==> config.mk <==
export PLATFORM = sky130hd
export DESIGN_NAME = urx_receiver
export DESIGN_NICKNAME = d
export VERILOG_FILES = /design/src/rtl/urx_pkg.sv /design/src/rtl/urx_receiver.sv
export VERILOG_INCLUDE_DIRS = /design/src /design/src/rtl
export SDC_FILE = /design/constraint.sdc
export NUM_CORES = 1
export LEC_CHECK = 0
export BUFFER_PORTS_ARGS = -buffer_cell sky130_fd_sc_hd__buf_2
export CAP_MARGIN = 20
export CORE_MARGIN = 3
export CORE_UTILIZATION = 55
export CTS_CLUSTER_SIZE = 8
export DETAILED_ROUTE_END_ITERATION = 10
export PLACE_DENSITY = 0.74
export SYNTH_ARGS = -nofsm -noshare
export SYNTH_HDL_FRONTEND = slang
export SYNTH_SLANG_ARGS = --single-unit
==> constraint.sdc <==
create_clock -name clock -period 3.25 [get_ports clock]
set_input_delay 0.325 -clock clock [delete_from_list [all_inputs] [get_ports clock]]
set_output_delay 0.325 -clock clock [all_outputs]
set_load 0.01 [all_outputs]
==> src/rtl/urx_params.svh <==
// constants of the asynchronous receiver: offsets, field positions, reset values, counts
`ifndef URX_PARAMS_SVH
`define URX_PARAMS_SVH

// register offsets
`define URX_OFS_RCV_CTRL     2'h0
`define URX_OFS_RCV_DATA     2'h1
`define URX_OFS_IRQ_MODE     2'h2
`define URX_OFS_PIN_CTRL     2'h3

// receive_control_status fields
`define URX_BIT_SERIAL_PORT_ENABLE         7
`define URX_BIT_RX9          6
`define URX_BIT_CONTINUOUS_RECEIVE_ENABLE         4
`define URX_BIT_ADDRESS_DETECT_ENABLE        3
`define URX_BIT_FRAMING_ERROR_FLAG         2
`define URX_BIT_OVERRUN_ERROR_FLAG         1
`define URX_BIT_RECEIVED_NINTH_BIT         0

// irq / mode register fields
`define URX_BIT_SYNC         0
`define URX_BIT_RECEIVE_IRQ_ENABLE         3
`define URX_BIT_PERIPHERAL_IRQ_ENABLE         4
`define URX_BIT_GIE          5
`define URX_BIT_PEND         7

// pin control register fields
`define URX_BIT_TX_LATCH     0
`define URX_BIT_RX_LATCH     1
`define URX_BIT_TX_DIR       2
`define URX_BIT_RX_DIR       3

// reset values
`define URX_RST_CTRL         1'b0
`define URX_RST_PIN_CTRL     4'hc

// oversampling: ticks per bit and positions inside a bit; bits per character and fifo depth
`define URX_OVERSAMPLE       5'h10
`define URX_HALF_BIT         4'h7
`define URX_VOTE_FIRST       4'hd
`define URX_BIT_CENTRE       4'hf
`define URX_BITS_SHORT       4'h8
`define URX_BITS_LONG        4'h9
`define URX_FIFO_DEPTH       2'h2

`endif

==> src/rtl/urx_pkg.sv <==
// types of the asynchronous receiver
`default_nettype none
package urx_pkg;

  typedef enum logic [1:0] {
    URX_IDLE  = 2'b00,
    URX_START = 2'b01,
    URX_DATA  = 2'b10,
    URX_STOP  = 2'b11
  } urx_state_t;

  // one fifo entry: framing error, ninth bit, low eight bits
  typedef struct packed {
    logic       framing_error_flag;
    logic [8:0] data;
  } urx_entry_t;

  typedef struct packed {
    logic                 serial_port_enable;
    logic                 rx9;
    logic                 continuous_receive_enable;
    logic                 address_detect_enable;
    logic                 sync;
    logic                 receive_irq_enable;
    logic                 peripheral_irq_enable;
    logic                 global_irq_enable;
    logic [3:0]           pins;
    logic                 rx_meta;
    logic                 rx_sync;
    logic                 rx_prev;
    urx_state_t           st;
    logic [3:0]           tick_cnt;
    logic [3:0]           bit_cnt;
    logic [1:0]           votes;
    logic [8:0]           shreg;
    urx_entry_t [1:0]     fifo;
    logic                 head;
    logic [1:0]           count;
    logic                 overrun_error_flag;
    logic [7:0]           rdata;
  } urx_regs_t;

endpackage

`default_nettype wire

==> src/rtl/urx_receiver.sv <==
// asynchronous serial receiver with two-deep fifo and register port
// Contract
// - sample line at sixteen times bit rate
// - completed character goes into two-deep fifo
// - receive only when enabled, async, port on
// - port enable forces pin directions
// - false start bit dropped silently
// - majority vote at each bit centre
// - low stop level marks framing error
// - push and pending flag at stop bit centre
// - data read pops oldest character
// - pending flag means enabled and unread
// - irq needs flag and three enables
// - framing error stored per entry
// - framing error is passive read-only status
// - port disable resets receiver and errors
// - third character sets overrun, locks reception
// - overrun cleared only by disabling
// - nine-bit mode exposes ninth bit
// - address detect in nine-bit mode keeps ninth-bit characters only
// - least significant bit arrives first
//
// The address-and-strobe port and the address map were chosen for this implementation.
`timescale 1ns/10ps
`default_nettype none
`include "urx_params.svh"

module urx_receiver
(
  input  wire logic       clock,
  input  wire logic       sys_rst,
  input  wire logic [1:0] reg_addr,
  input  wire logic [7:0] reg_wdata,
  input  wire logic       reg_wr,
  input  wire logic       reg_rd,
  output logic      [7:0] reg_rdata,
  input  wire logic       baud_tick16,
  input  wire logic       rx_pin_in,
  output logic            rx_pin_out,
  output logic            rx_pin_oe_n,
  input  wire logic       tx_serial_data,
  output logic            tx_pin_out,
  output logic            tx_pin_oe_n,
  output logic            receive_pending_flag,
  output logic            rx_irq
);

  urx_pkg::urx_regs_t state_ff;
  urx_pkg::urx_regs_t nxt_state;

  logic             rx_active;
  logic             pop;
  logic             push;
  logic             full;
  logic             vote;
  logic             tail;
  logic [3:0]       last_bit;
  urx_pkg::urx_entry_t new_entry;
  urx_pkg::urx_entry_t top_entry;

  // majority of three samples
  function automatic logic majority(input logic [1:0] prior, input logic now);
    majority = (prior[0] & prior[1]) | (prior[0] & now) | (prior[1] & now);
  endfunction

  assign rx_active = state_ff.serial_port_enable & state_ff.continuous_receive_enable & ~state_ff.sync;
  assign top_entry = state_ff.fifo[state_ff.head];
  assign last_bit  = state_ff.rx9 ? `URX_BITS_LONG - 4'h1
                                  : `URX_BITS_SHORT - 4'h1;

  always_comb
  begin
    nxt_state = state_ff;
    push      = 1'b0;
    full      = 1'b0;
    vote      = 1'b0;
    tail      = 1'b0;
    new_entry = '0;

    // two-flop synchroniser, third flop for edge search
    nxt_state.rx_meta = rx_pin_in;
    nxt_state.rx_sync = state_ff.rx_meta;
    nxt_state.rx_prev = state_ff.rx_sync;

    // register writes
    if (reg_wr)
    begin
      case (reg_addr)
        `URX_OFS_RCV_CTRL:
        begin
          nxt_state.serial_port_enable  = reg_wdata[`URX_BIT_SERIAL_PORT_ENABLE];
          nxt_state.rx9   = reg_wdata[`URX_BIT_RX9];
          nxt_state.continuous_receive_enable  = reg_wdata[`URX_BIT_CONTINUOUS_RECEIVE_ENABLE];
          nxt_state.address_detect_enable = reg_wdata[`URX_BIT_ADDRESS_DETECT_ENABLE];
        end
        `URX_OFS_IRQ_MODE:
        begin
          nxt_state.sync = reg_wdata[`URX_BIT_SYNC];
          nxt_state.receive_irq_enable = reg_wdata[`URX_BIT_RECEIVE_IRQ_ENABLE];
          nxt_state.peripheral_irq_enable = reg_wdata[`URX_BIT_PERIPHERAL_IRQ_ENABLE];
          nxt_state.global_irq_enable  = reg_wdata[`URX_BIT_GIE];
        end
        `URX_OFS_PIN_CTRL:
        begin
          nxt_state.pins = reg_wdata[3:0];
        end
        default:
        begin
          nxt_state.pins = state_ff.pins;
        end
      endcase
    end

    // register reads, answered one cycle later
    nxt_state.rdata = 8'h00;
    if (reg_rd)
    begin
      case (reg_addr)
        `URX_OFS_RCV_CTRL:
        begin
          nxt_state.rdata[`URX_BIT_SERIAL_PORT_ENABLE]  = state_ff.serial_port_enable;
          nxt_state.rdata[`URX_BIT_RX9]   = state_ff.rx9;
          nxt_state.rdata[`URX_BIT_CONTINUOUS_RECEIVE_ENABLE]  = state_ff.continuous_receive_enable;
          nxt_state.rdata[`URX_BIT_ADDRESS_DETECT_ENABLE] = state_ff.address_detect_enable;
          nxt_state.rdata[`URX_BIT_FRAMING_ERROR_FLAG]  = top_entry.framing_error_flag;
          nxt_state.rdata[`URX_BIT_OVERRUN_ERROR_FLAG]  = state_ff.overrun_error_flag;
          nxt_state.rdata[`URX_BIT_RECEIVED_NINTH_BIT]  = top_entry.data[8];
        end
        `URX_OFS_RCV_DATA:
        begin
          nxt_state.rdata = top_entry.data[7:0];
        end
        `URX_OFS_IRQ_MODE:
        begin
          nxt_state.rdata[`URX_BIT_SYNC] = state_ff.sync;
          nxt_state.rdata[`URX_BIT_RECEIVE_IRQ_ENABLE] = state_ff.receive_irq_enable;
          nxt_state.rdata[`URX_BIT_PERIPHERAL_IRQ_ENABLE] = state_ff.peripheral_irq_enable;
          nxt_state.rdata[`URX_BIT_GIE]  = state_ff.global_irq_enable;
          nxt_state.rdata[`URX_BIT_PEND] = receive_pending_flag;
        end
        default:
        begin
          nxt_state.rdata[3:0] = state_ff.pins;
        end
      endcase
    end

    // data recovery, advanced by the oversampling tick
    if (rx_active && baud_tick16)
    begin
      case (state_ff.st)
        urx_pkg::URX_IDLE:
        begin
          nxt_state.tick_cnt = 4'h0;
        end
        urx_pkg::URX_START:
        begin
          nxt_state.tick_cnt = state_ff.tick_cnt + 4'h1;
          if (state_ff.tick_cnt == `URX_HALF_BIT)
          begin
            nxt_state.tick_cnt = 4'h0;
            nxt_state.bit_cnt  = 4'h0;
            // line back high at mid start: give up, no error
            nxt_state.st = state_ff.rx_sync ? urx_pkg::URX_IDLE
                                            : urx_pkg::URX_DATA;
          end
        end
        urx_pkg::URX_DATA,
        urx_pkg::URX_STOP:
        begin
          nxt_state.tick_cnt = state_ff.tick_cnt + 4'h1;
          if (state_ff.tick_cnt >= `URX_VOTE_FIRST)
          begin
            nxt_state.votes = {state_ff.votes[0], state_ff.rx_sync};
          end
          if (state_ff.tick_cnt == `URX_BIT_CENTRE)
          begin
            vote = majority(state_ff.votes, state_ff.rx_sync);
            if (state_ff.st == urx_pkg::URX_DATA)
            begin
              // lsb first, each bit lands at its own index
              nxt_state.shreg[state_ff.bit_cnt] = vote;
              nxt_state.bit_cnt = state_ff.bit_cnt + 4'h1;
              if (state_ff.bit_cnt == last_bit)
              begin
                nxt_state.st = urx_pkg::URX_STOP;
              end
            end
            else
            begin
              nxt_state.st   = urx_pkg::URX_IDLE;
              new_entry.framing_error_flag = ~vote;
              new_entry.data = {state_ff.rx9 & state_ff.shreg[8],
                                state_ff.shreg[7:0]};
              // locked while overrun stands
              push = ~state_ff.overrun_error_flag;
              if (state_ff.rx9 && state_ff.address_detect_enable && !state_ff.shreg[8])
              begin
                push = 1'b0;
              end
            end
          end
        end
        default:
        begin
          nxt_state.st = urx_pkg::URX_IDLE;
        end
      endcase
    end

    // falling edge search needs no tick
    if (rx_active && state_ff.st == urx_pkg::URX_IDLE &&
        state_ff.rx_prev && !state_ff.rx_sync)
    begin
      nxt_state.st       = urx_pkg::URX_START;
      nxt_state.tick_cnt = 4'h0;
      nxt_state.shreg    = 9'h000;
    end

    // fifo: pop on data read, push at centre of stop bit
    pop  = reg_rd && reg_addr == `URX_OFS_RCV_DATA
           && state_ff.count != 2'h0;
    full = state_ff.count == `URX_FIFO_DEPTH && !pop;
    if (push && full)
    begin
      push = 1'b0;
      nxt_state.overrun_error_flag = 1'b1;
    end
    tail = state_ff.head ^ state_ff.count[0];
    if (push)
    begin
      nxt_state.fifo[tail] = new_entry;
    end
    if (pop)
    begin
      nxt_state.head = ~state_ff.head;
    end
    nxt_state.count = state_ff.count + {1'b0, push} - {1'b0, pop};

    // receiver disabled: stop and drop overrun, fifo kept
    if (!state_ff.continuous_receive_enable)
    begin
      nxt_state.st   = urx_pkg::URX_IDLE;
      nxt_state.overrun_error_flag = 1'b0;
    end

    // port disabled: receiver idle, fifo and overrun cleared, control bits kept
    if (!state_ff.serial_port_enable)
    begin
      nxt_state.st    = urx_pkg::URX_IDLE;
      nxt_state.overrun_error_flag  = 1'b0;
      nxt_state.count = 2'h0;
      nxt_state.head  = 1'b0;
      nxt_state.fifo  = '0;
    end
  end

  always_ff @(posedge clock or posedge sys_rst)
  begin
    if (sys_rst)
    begin
      state_ff       <= '0;
      state_ff.serial_port_enable  <= `URX_RST_CTRL;
      state_ff.continuous_receive_enable  <= `URX_RST_CTRL;
      state_ff.pins  <= `URX_RST_PIN_CTRL;
      state_ff.rx_meta <= 1'b1;
      state_ff.rx_sync <= 1'b1;
      state_ff.rx_prev <= 1'b1;
      state_ff.st    <= urx_pkg::URX_IDLE;
    end
    else
    begin
      state_ff <= nxt_state;
    end
  end

  assign reg_rdata = state_ff.rdata;

  // pending flag only follows enable and fill, never software
  assign receive_pending_flag = rx_active && state_ff.count != 2'h0;

  // framing errors alone never reach the irq
  assign rx_irq = receive_pending_flag & state_ff.receive_irq_enable &
                  state_ff.peripheral_irq_enable & state_ff.global_irq_enable;

  // port enable overrides both pin directions and the tx latch
  assign rx_pin_oe_n = state_ff.serial_port_enable ? 1'b1 : state_ff.pins[`URX_BIT_RX_DIR];
  assign rx_pin_out  = state_ff.pins[`URX_BIT_RX_LATCH];
  assign tx_pin_oe_n = state_ff.serial_port_enable ? 1'b0 : state_ff.pins[`URX_BIT_TX_DIR];
  assign tx_pin_out  = state_ff.serial_port_enable ? tx_serial_data
                                     : state_ff.pins[`URX_BIT_TX_LATCH];

endmodule

`default_nettype wire

==> key figures, run 1 <==
Worst setup path
  – Reg-to-Reg Start: state_ff[51]
  – Critical path class: flop to flop
  – Critical-path cell list: inv_1 > ha_1 > nor2b_1 > nand4_4 > or3_1 > ha_1 > inv_1 > ha_1 > xnor2_1 > and2_1
  – CP most frequent cell: ha_1
  – Reg2reg end: state_ff[10]
  – Critical path's largest stage delay: around 0.43 ns
  – Largest delay share family, worst path: simple AND/OR/NAND/NOR gates
  – WP buf/inv: 2
  – R2R depth: 10
  – CP Launch Type: flop
  – CP max FO: 8
  – R2R Setup Slk: between 0.7 and 0.8 ns
  – Crit end category: flop
  – Worst Path Arrival: 2.77 ns
  – Slowest-stage cell, CP: or3_1
  – WP data required: 3.48 ns

GRT
  – Met2 usage in global routing: 32.33%
  – Largest net degree at the start of global routing: 28
  – First-pass GRT wire length: 12.25 mm
  – Met1 Use GR: 28.74%
  – GR peak layer: met2
  – Overflow after GRT: 0
  – Initial antenna violation count: 0
  – GRT Overall Usage: a little over a fifth
  – Via count of the first global-routing pass: around 2500
  – Global-route met3 utilization: 3.974%

Logic synthesis
  – Synthesized area: 3643 sq um
  – Post-synth EDFFs: 0
  – Post-Synth Simple-Gate Area: 16.52%
  – Multiplexer share of the synthesized area: under 10%
  – Synth async-reset ratio: 100.0%
  – Most frequent cell after synthesis: dfrtp_1
  – Post-Syn Area per Cell: 10.04 sq um
  – Complex-gate fraction of the synthesized area: between 10% and 20%
  – Register area share after synthesis: 46.88%
  – Top post-synthesis cells by count: 63 x dfrtp_1, 40 x nand2_1, 35 x o21ai_0
  – Syn nets: 399
  – Fraction of the mapped netlist area in adder cells: 6.799%
  – Post-synth top area cell: dfrtp_1
  – Syn Inst Count: approximately 360
  – Yosys warns: 0
  – Yosys top cell area share: 43.27%
  – Synth Area in XOR/XNOR: 1.683%
  – Unique masters post-synth: 52
  – Register bit total from synthesis: 68
  – Main synth FF type: dfrtp_1
  – Dominant cells by area after synthesis: dfrtp_1 43%, ha_1 6.5%, mux2_2 5.3%
  – Largest family of logic cells by synthesized area: simple AND/OR/NAND/NOR gates

Clock tree
  – TritonCTS Buffers: 9
  – # hold bufs at CTS: 0
  – Clk pin slew, worst setup/hold paths: 0.07 ns
  – Post-CTS Repair Setup Buffers: 0
  – Clk root buf: clkbuf_8
  – Clk_lat worst skew: 0.34 ns
  – CTS tree: done
  – Clk sink count: 68
  – Post-CTS Resized: 0
  – CTS H-tree depth: 3
  – Clock tree buffer depth: 2

Detailed routing
  – Drt first pass iters: 5
  – Final ANT Viol Nets: 0
  – # DRC: 0
  – Post-DR vias/cell: 5.592
  – DR vias: 2634
  – Routed WL: 7.467 mm
  – Routed WL per cell: 15.85 um
  – Drt initial violations: 158

Cells and area
  – Fillers: 522
  – Layout cells sized above 1: 23.35%
  – Area grow syn2layout: 10.30%
  – Post-route design area: 4019 sq um
  – Net count, final: 425
  – N_diodes: 0

Pwr
  – Peak supply drop: 0.4283 mV
  – P_leak: between 1.5 and 2 nW
  – Pwr dens: 514.9 nW/um^2

Floorplan
  – Die Y: 87.39 um
  – Starting Density: 57.05%
  – Rows: 29
  – Die Wd: just under 90 um
  – Num ports: 31
  – Die area: 7637 sq um
  – CORE AREA: roughly 6400 sq um

Place
  – PortBufs: 30
  – Final GP Congestion: 0.8517
  – Dpl hpwl: 5.577 mm
  – Area after DPL: 3804 sq um

STA
  – Rel. slew slack: between 50% and 60%
  – Max Fclk: approximately 390 MHz
  – Worst slew pin tran: around 0.7 ns
  – Clock skew: approximately 0.0075 ns
  – Minimum clock period: 2.545 ns
  – Endpoints failing setup: 0
  – Max-slew violations: 0
  – Setup TNS: 0 ns
  – RSZ-0062 raised after global routing: no
  – Final hold viol count: 0
  – Tcrit/Tclk final: 78.31%

Worst hold path
  – HP Class: input pin to async pin

Outcome
  – Status: finished clean

Job
  – Max Cap Viol: 0
-- worst max-delay path by stage --
stage	from	to	slack, ns	cells after the start
detailed placement	state_ff[51]	state_ff[10]	0.71	10
global placement	state_ff[63]	state_ff[10]	0.79	8
finish	state_ff[51]	state_ff[10]	0.70	10
global route	state_ff[51]	state_ff[10]	0.53	10
CTS	state_ff[51]	state_ff[10]	0.71	10
floorplan	state_ff[51]	state_ff[10]	0.90	10
-- report_power, final --
group          internal [mW]  switching [mW]
Clock                  0.429           0.322
Combinational          0.145           0.156
Sequential             0.936          0.0807
-- cells in the final DEF, fill, tap and decap left out, drive strengths merged, types with 3 or more instances in the layout --
master / Yosys / final
a222oi: 3 / 3
inv: 32 / 32
dfstp: 5 / 5
clkbuf: 6 / 9
buf: 14 / 35
o41ai: 3 / 3
o211a: 3 / 3
clkinv: 0 / 4
nor2b: 3 / 3
a21oi: 12 / 12
nor2: 19 / 19
xnor2: 3 / 3
nand2: 40 / 40
and2: 5 / 5
nand3: 18 / 18
o21ai: 35 / 35
a31o: 8 / 8
ha: 19 / 19
nand3b: 5 / 5
nor3: 9 / 9
mux2: 19 / 19
dfrtp: 63 / 63
or3: 5 / 5
xor2: 4 / 4
-- final cells by class --
class                      count  area, sq um  area share, %
inverter                      32        120.1          2.989
clock buffer                   9        123.9          3.082
timing repair buffer          35        187.7          4.670
clock inverter                 7        91.34          2.273
sequential                    68         1708          42.50
multi-input combinational    243         1692          42.09
tap                           77        96.34          2.397
-- layer usage --
layer | vias to the layer above | share of wire (%)
li1 | 1311 | -
met1 | 1272 | 47
met2 | 40 | 48
met3 | 11 | 3.2
met4 | 0 | 2.0
met5 | - | 0
-- flip-flops by register name, summed over array words and instances (netlist names) --
name        count
rx_pin_out      1
state_ff       57
nxt_state       2
reg_rdata       8
-- worst register-to-register path: cells and delay by family, from the launching register on --
kind	cells	cell delay, ns
xor gates and xnor gates	1	0.12
adders and majority gates	3	0.72
buffers and inverters	2	0.14
DFF	1	0.42
and+or+nand+nor	4	1.03
-- per-stage QoR --
stage	power, mW	util, %	setup slack [ns]	std cells	hold WS (ns)
2_1_floorplan	1.238	-	0.8996	363	0.3295
3_3_place_gp	1.320	59.56	0.7882	455	0.3452
3_5_place_dp	1.332	59.56	0.7090	455	0.3468
4_1_cts	2.084	62.93	0.7076	471	0.02899
5_1_grt	2.161	62.93	0.5294	471	0.06191
6_report	2.069	62.93	0.7050	471	0.01757
-- logic make-up (layout without fill, tap and decap cells) --
family	count (synthesis)	after routing
buffers and inverters	52	83
AND/OR/NAND/NOR	118	118
XOR/XNOR	7	7
multiplexers	20	20
adder cells (fa/ha/maj)	20	20
flip-flops	68	68
AO/OA/AOI/OAI	78	78
Note: power is estimated with default switching activity, not from simulation.
==> run 2, diff against run 1 <==
--- a/config.mk
+++ b/config.mk
@@ -6,6 +6,7 @@
 export SDC_FILE = /design/constraint.sdc
 export NUM_CORES = 1
 export LEC_CHECK = 0
+export ABC_AREA = 1
 export BUFFER_PORTS_ARGS = -buffer_cell sky130_fd_sc_hd__buf_2
 export CAP_MARGIN = 20
 export CORE_MARGIN = 3
==> constraint.sdc (replaced) <==
create_clock -name clock -period 2.65 [get_ports clock]
set_input_delay 0.265 -clock clock [delete_from_list [all_inputs] [get_ports clock]]
set_output_delay 0.265 -clock clock [all_outputs]
set_load 0.01 [all_outputs]
==> key figures, run 2 <==
Cells and area
  – Max FFs per register: 57
  – Area grow syn2layout: 10.38%
  – Commonest non-fill, non-tap cell in the layout: nand2_1
  – N_diodes: 0
  – Net count, final: 597
  – Most flop-heavy register: state_ff
  – Commonest cells after routing, fill and taps aside: 115 x nand2_1, 74 x nor2_1, 63 x dfrtp_1, 57 x nand3_1, 54 x inv_1
  – Layout cells sized above 1: 12.90%

Logic synthesis
  – Post-synth EDFFs: 0
  – Main synth FF type: dfrtp_1
  – Post-Syn Area per Cell: 7.442 sq um
  – Register area share after synthesis: 42.66%
  – Top post-synthesis cells by count: 115 x nand2_1, 74 x nor2_1, 63 x dfrtp_1
  – Dominant cells by area after synthesis: dfrtp_1 39%, nand2_1 11%, nand3_1 7.1%
  – Synth async-reset ratio: 100.0%
  – Unique masters post-synth: 31
  – Yosys top cell area share: 39.38%
  – Register bit total from synthesis: 68
  – Yosys warns: 0
  – Syn Inst Count: 538
  – Most frequent cell after synthesis: nand2_1
  – Post-synth top area cell: dfrtp_1
  – Synthesized area: about 4000 sq um
  – Syn nets: around 570

Worst setup path
  – Critical-path cell list: inv_1 > ha_1 > nor2_1 > nand2_1 > nor2_1 > nand3_1 > ha_1 > inv_1 > ha_1 > inv_1 > o21ai_0 > a21oi_1
  – CP max FO: 13
  – Critical path class: flop to flop
  – WP buf/inv: 3
  – WP data required: roughly 2.9 ns
  – Critical path's largest stage delay: about 0.40 ns
  – Largest delay share family, worst path: adder cells
  – Slowest-stage cell, CP: dfrtp_1
  – CP Launch Type: flop
  – Crit end category: flop
  – Worst Path Arrival: 2.48 ns

Clock tree
  – Clk pin slew, worst setup/hold paths: approximately 0.07 ns
  – Clk_lat worst skew: about 0.34 ns
  – CTS H-tree depth: 3
  – Clk sink count: 68
  – CTS tree: done
  – Post-CTS Resized: 0
  – TritonCTS Buffers: 9
  – Clk root buf: clkbuf_8
  – Clock tree buffer depth: 2

Floorplan
  – Rows: 30
  – Die area: approximately 8300 sq um
  – Num ports: 31
  – Die Wd: 91.32 um
  – CORE AREA: 6944 sq um
  – Die Y: 91.32 um
  – Starting Density: 57.66%

Detailed routing
  – Routed WL per cell: approximately 13 um
  – Drt initial violations: 208
  – Final ANT Viol Nets: 0
  – DR vias: 3434
  – Drt first pass iters: 5
  – Routed WL: 8.749 mm
  – Post-DR vias/cell: 5.187
  – # DRC: 0

GRT
  – Overflow after GRT: 0
  – Via count of the first global-routing pass: roughly 3300
  – GRT Overall Usage: between 20 and 25%
  – First-pass GRT wire length: 15.44 mm
  – Largest net degree at the start of global routing: 69
  – Initial antenna violation count: 0

STA
  – Worst slew pin tran: 0.8441 ns
  – Clock skew: 0.008464 ns
  – Max-slew violations: 0
  – Endpoints failing setup: 0
  – Rel. slew slack: 43.73%
  – Minimum clock period: 2.252 ns
  – Max Fclk: roughly 440 MHz
  – RSZ-0062 raised after global routing: no
  – Setup TNS: 0 ns
  – Hold slack: 0.1502 ns
  – Final hold viol count: 0
  – Tcrit/Tclk final: 84.99%

Outcome
  – Status: finished clean

Pwr
  – Pwr dens: 553.2 nW/um^2
  – Peak supply drop: 0.3322 mV
  – P_leak: 2.213 nW

Place
  – Dpl hpwl: 6.203 mm
  – PortBufs: 30
  – Final GP Congestion: 0.8993

Job
  – Max Cap Viol: 0

Worst hold path
  – HP Class: input pin to flop
-- run 2: where the power goes --
part / switching, mW / total [mW] / internal, mW
logic: 0.204 / 0.302 / 0.0983
registers: 0.0517 / 1.14 / 1.09
clock network: 0.393 / 1.00 / 0.608
-- run 2: logic make-up (layout without fill, tap and decap cells) --
| kind of cell | after synthesis | after routing | share of synthesized area, % |
|---|---|---|---|
| and+or+nand+nor | 287 | 287 | 30.66 |
| AOI/OAI and AO/OA | 73 | 73 | 9.469 |
| xor gates and xnor gates | 4 | 4 | 0.8752 |
| muxes | 4 | 4 | 1.125 |
| DFF | 68 | 68 | 42.66 |
| adders and majority gates | 19 | 19 | 5.938 |
| buffers and inverters | 83 | 111 | 9.281 |
-- run 2: layer usage --
layer	vias to the layer above	routed length, um	GRT usage, %
li1	1777	-	-
met1	1574	4067	30.53
met2	69	4145	37.16
met3	14	370	5.468
met4	0	165	7.412
met5	-	0	0
-- run 2: layout make-up --
cell class	count	area (sq um)
Fill cell	616	2525
Clock inverter	3	67.56
Multi-Input combinational cell	387	1924
Timing Repair Buffer	39	220.2
Inverter	56	210.2
Tap cell	96	120.1
Clock buffer	13	168.9
Sequential cell	68	1708
-- run 2: repair_timing --
action	4_1_cts	5_1_grt
buffers inserted	0	0
hold buffers	0	1
endpoints found under the hold margin	0	1
-- run 2: final timing paths --
check	end	slack, ns	from	cells past startpoint
worst max-delay path	state_ff[10]	0.40	state_ff[51]	12
worst min-delay path	rx_pin_out	0.15	reg_wdata[1]	2
worst max register to register	state_ff[10]	0.40	state_ff[51]	12
worst min register to register	nxt_state[53]	0.36	nxt_state[54]	0
max in group asynchronous	state_ff[20]	1.93	sys_rst	3
min in group asynchronous	state_ff[65]	0.18	sys_rst	3
-- run 2: per-stage QoR --
stage,total power [mW],area [sq um],utilization (%),cells,setup WS [ns]
after floorplan,1.378,4004,-,538,0.6818
after global placement,1.451,4173,60.09,645,0.5321
after detailed placement,1.460,4173,60.09,645,0.4183
after CTS,2.464,4409,63.50,661,0.4066
after global routing,2.574,4419,63.64,662,0.08846
final,2.445,4419,63.64,662,0.3978
-- run 2: worst reg2reg max path: stages, from the launching register on --
cell and delay [ns]:
dfrtp_1 0.40, inv_1 0.11, ha_1 0.36, nor2_1 0.20
nand2_1 0.07, nor2_1 0.14, nand3_1 0.13, ha_1 0.29
inv_1 0.05, ha_1 0.13, inv_1 0.05, o21ai_0 0.15
a21oi_1 0.06
==> run 3, diff against run 2 <==
--- a/config.mk
+++ b/config.mk
@@ -10,10 +10,10 @@
 export BUFFER_PORTS_ARGS = -buffer_cell sky130_fd_sc_hd__buf_2
 export CAP_MARGIN = 20
 export CORE_MARGIN = 3
-export CORE_UTILIZATION = 55
+export CORE_UTILIZATION = 54
 export CTS_CLUSTER_SIZE = 8
 export DETAILED_ROUTE_END_ITERATION = 10
-export PLACE_DENSITY = 0.74
+export PLACE_DENSITY = 0.76
 export SYNTH_ARGS = -nofsm -noshare
 export SYNTH_HDL_FRONTEND = slang
 export SYNTH_SLANG_ARGS = --single-unit
==> constraint.sdc (replaced) <==
create_clock -name clock -period 1.9 [get_ports clock]
set_input_delay 0.19 -clock clock [delete_from_list [all_inputs] [get_ports clock]]
set_output_delay 0.19 -clock clock [all_outputs]
set_load 0.01 [all_outputs]
==> key figures, run 3 (synthesized netlist as in run 2, its figures left out) <==
Outcome
  – Status: finished clean

Pwr
  – P_leak: 2.319 nW
  – Net Sw Power: 0.9397 mW
  – Part of the power in combinational logic: 15.4%
  – Clock power share: 34.3%
  – Switching fraction of total power: between 20 and 30%
  – Internal power: around 2.2 mW
  – Pwr dens: 675.4 nW/um^2
  – Peak supply drop: ~0.42 mV
  – Sequential power share: between 50% and 60%
  – Total power: around 3.1 mW

Job
  – Max Cap Viol: 0

Clock tree
  – TritonCTS Buffers: 9
  – CTS H-tree depth: 3
  – CTS tree: done
  – Clk pin slew, worst setup/hold paths: 0.08 ns
  – Clock tree buffer depth: 2
  – Clk sink count: 68
  – Clk_lat worst skew: between 0.3 and 0.4 ns
  – Clk root buf: clkbuf_8

Worst setup path
  – Crit path from: state_ff[48]
  – CP max FO: 3
  – Slowest-stage cell, CP: dfrtp_1
  – Reg-to-Reg Start: state_ff[48]
  – Critical path class: flop to flop
  – Crit end category: flop
  – Critical path's largest stage delay: 0.41 ns
  – CP most frequent cell: ha_4
  – Worst Path Arrival: 2.10 ns
  – CP Launch Type: flop
  – WP data required: 2.18 ns
  – Critical-path cell list: ha_4 > nand2_4 > nor2_4 > nand2_1 > nor2_2 > nand3_2 > ha_4 > inv_2 > ha_4 > inv_4 > o21ai_2 > a21oi_2
  – WP buf/inv: 2
  – Largest delay share family, worst path: adder cells

STA
  – Minimum clock period: approximately 1.8 ns
  – Tcrit/Tclk final: 95.35%
  – Final hold viol count: 0
  – Max Fclk: around 550 MHz
  – RSZ-0062 raised after global routing: yes
  – Endpoints failing setup: 0
  – Max-slew violations: 0
  – Worst slew pin tran: between 0.3 and 0.4 ns
  – Rel. slew slack: 74.84%
  – Hold slack: about 0.072 ns
  – Clock skew: 0.008749 ns

Worst hold path
  – HP Class: input pin to flop
  – HP Start: reg_wdata[1]

Detailed routing
  – Post-DR vias/cell: roughly 5.3
  – DR vias: between 3000 and 4000
  – Final ANT Viol Nets: 0
  – Routed WL: 8.953 mm
  – Drt initial violations: between 100 and 150
  – Routed WL per cell: ~13 um
  – Drt first pass iters: 5
  – # DRC: 0

Floorplan
  – Starting Density: 57.35%
  – Rows: 30
  – Num ports: 31
  – CORE AREA: approximately 7000 sq um
  – Die area: 8483 sq um
  – Die Y: 92.11 um
  – Die Wd: between 90 and 100 um

GRT
  – GRT Overall Usage: between 20% and 30%
  – First-pass GRT wire length: roughly 15 mm
  – Via count of the first global-routing pass: 3482
  – Initial antenna violation count: 0
  – Largest net degree at the start of global routing: 69
  – Overflow after GRT: 0

Cells and area
  – N_diodes: 0
  – Layout cells sized above 1: 18.80%
  – Net count, final: around 620
  – Commonest non-fill, non-tap cell in the layout: nand2_1
  – Most flop-heavy register: state_ff
  – Area grow syn2layout: 16.00%
  – Post-route design area: 4644 sq um
  – Max FFs per register: 57
  – Commonest cells after routing, fill and taps aside: 113 x nand2_1, 71 x nor2_1, 63 x dfrtp_1, 56 x nand3_1, 49 x inv_1

Place
  – Dpl hpwl: 6.307 mm
  – Area after DPL: 4295 sq um
  – PortBufs: 30
  – Final GP Congestion: just under 0.9
run 3: cell types whose count changed in the layout (fill, tap and decap cells not counted), moves of 3 or more:
cell,change
nand2_2,-3
inv_2,+4
buf_4,+15
nor2_1,-3
ha_4,+4
nand2_4,+5
ha_1,-5
inv_1,-5
clkinv_2,+3
run 3: layout make-up:
cell class              instances  area [sq um]
multi-input cells             387          2032
clock buffers                  10         137.6
repair buffers                 58         394.1
inverters                      56         212.7
flip-flops and latches         68          1708
well taps                      96         120.1
fillers                       598          2337
clock inverters                 6         40.04
run 3: path summary, 6_finish.rpt:
check	endpoint	slack, ns	depth (start not counted)
setup reg to reg	state_ff[10]	0.09	12
max in group asynchronous	state_ff[58]	1.12	4
hold / removal	rx_pin_out	0.07	2
setup / recovery	state_ff[10]	0.09	12
hold reg to reg	nxt_state[53]	0.36	0
min in group asynchronous	state_ff[65]	0.47	4
run 3: per-layer routing:
metal / global-route usage [%] / wire length, um / up-vias
met4: 9.282 / 211 / 0
met2: 38.08 / 4410 / 111
li1: - / - / 1815
met5: 0 / 0 / -
met1: 27.66 / 3849 / 1664
met3: 4.676 / 482 / 21
run 3: repair_timing:
action                                 CTS  global route
endpoints found under the hold margin   64             0
pin swaps                                6            10
hold buffers                             2             0
buffers inserted                         3             2
resized for setup                        5            25
gates cloned                             0             0
setup endpoints to repair                1            36
run 3: power groups by stage:
stage	clock, mW	combinational (mW)	sequential, mW
after floorplan	0	0.327	1.59
final	1.08	0.482	1.58
after CTS	1.10	0.464	1.58
after global placement	0	0.445	1.60
after detailed placement	0	0.457	1.61
after global routing	1.16	0.539	1.59
run 3: stage by stage:
stage,setup slack [ns],TNS [ns],std cells,utilization (%)
2_1_floorplan,0.006764,0,538,-
6_report,0.08834,0,681,66.52
3_5_place_dp,-0.04112,-0.04112,658,61.52
5_1_grt,-0.01419,-0.02566,681,66.52
4_1_cts,0.008549,0,679,64.82
3_3_place_gp,0.06160,0,658,61.52
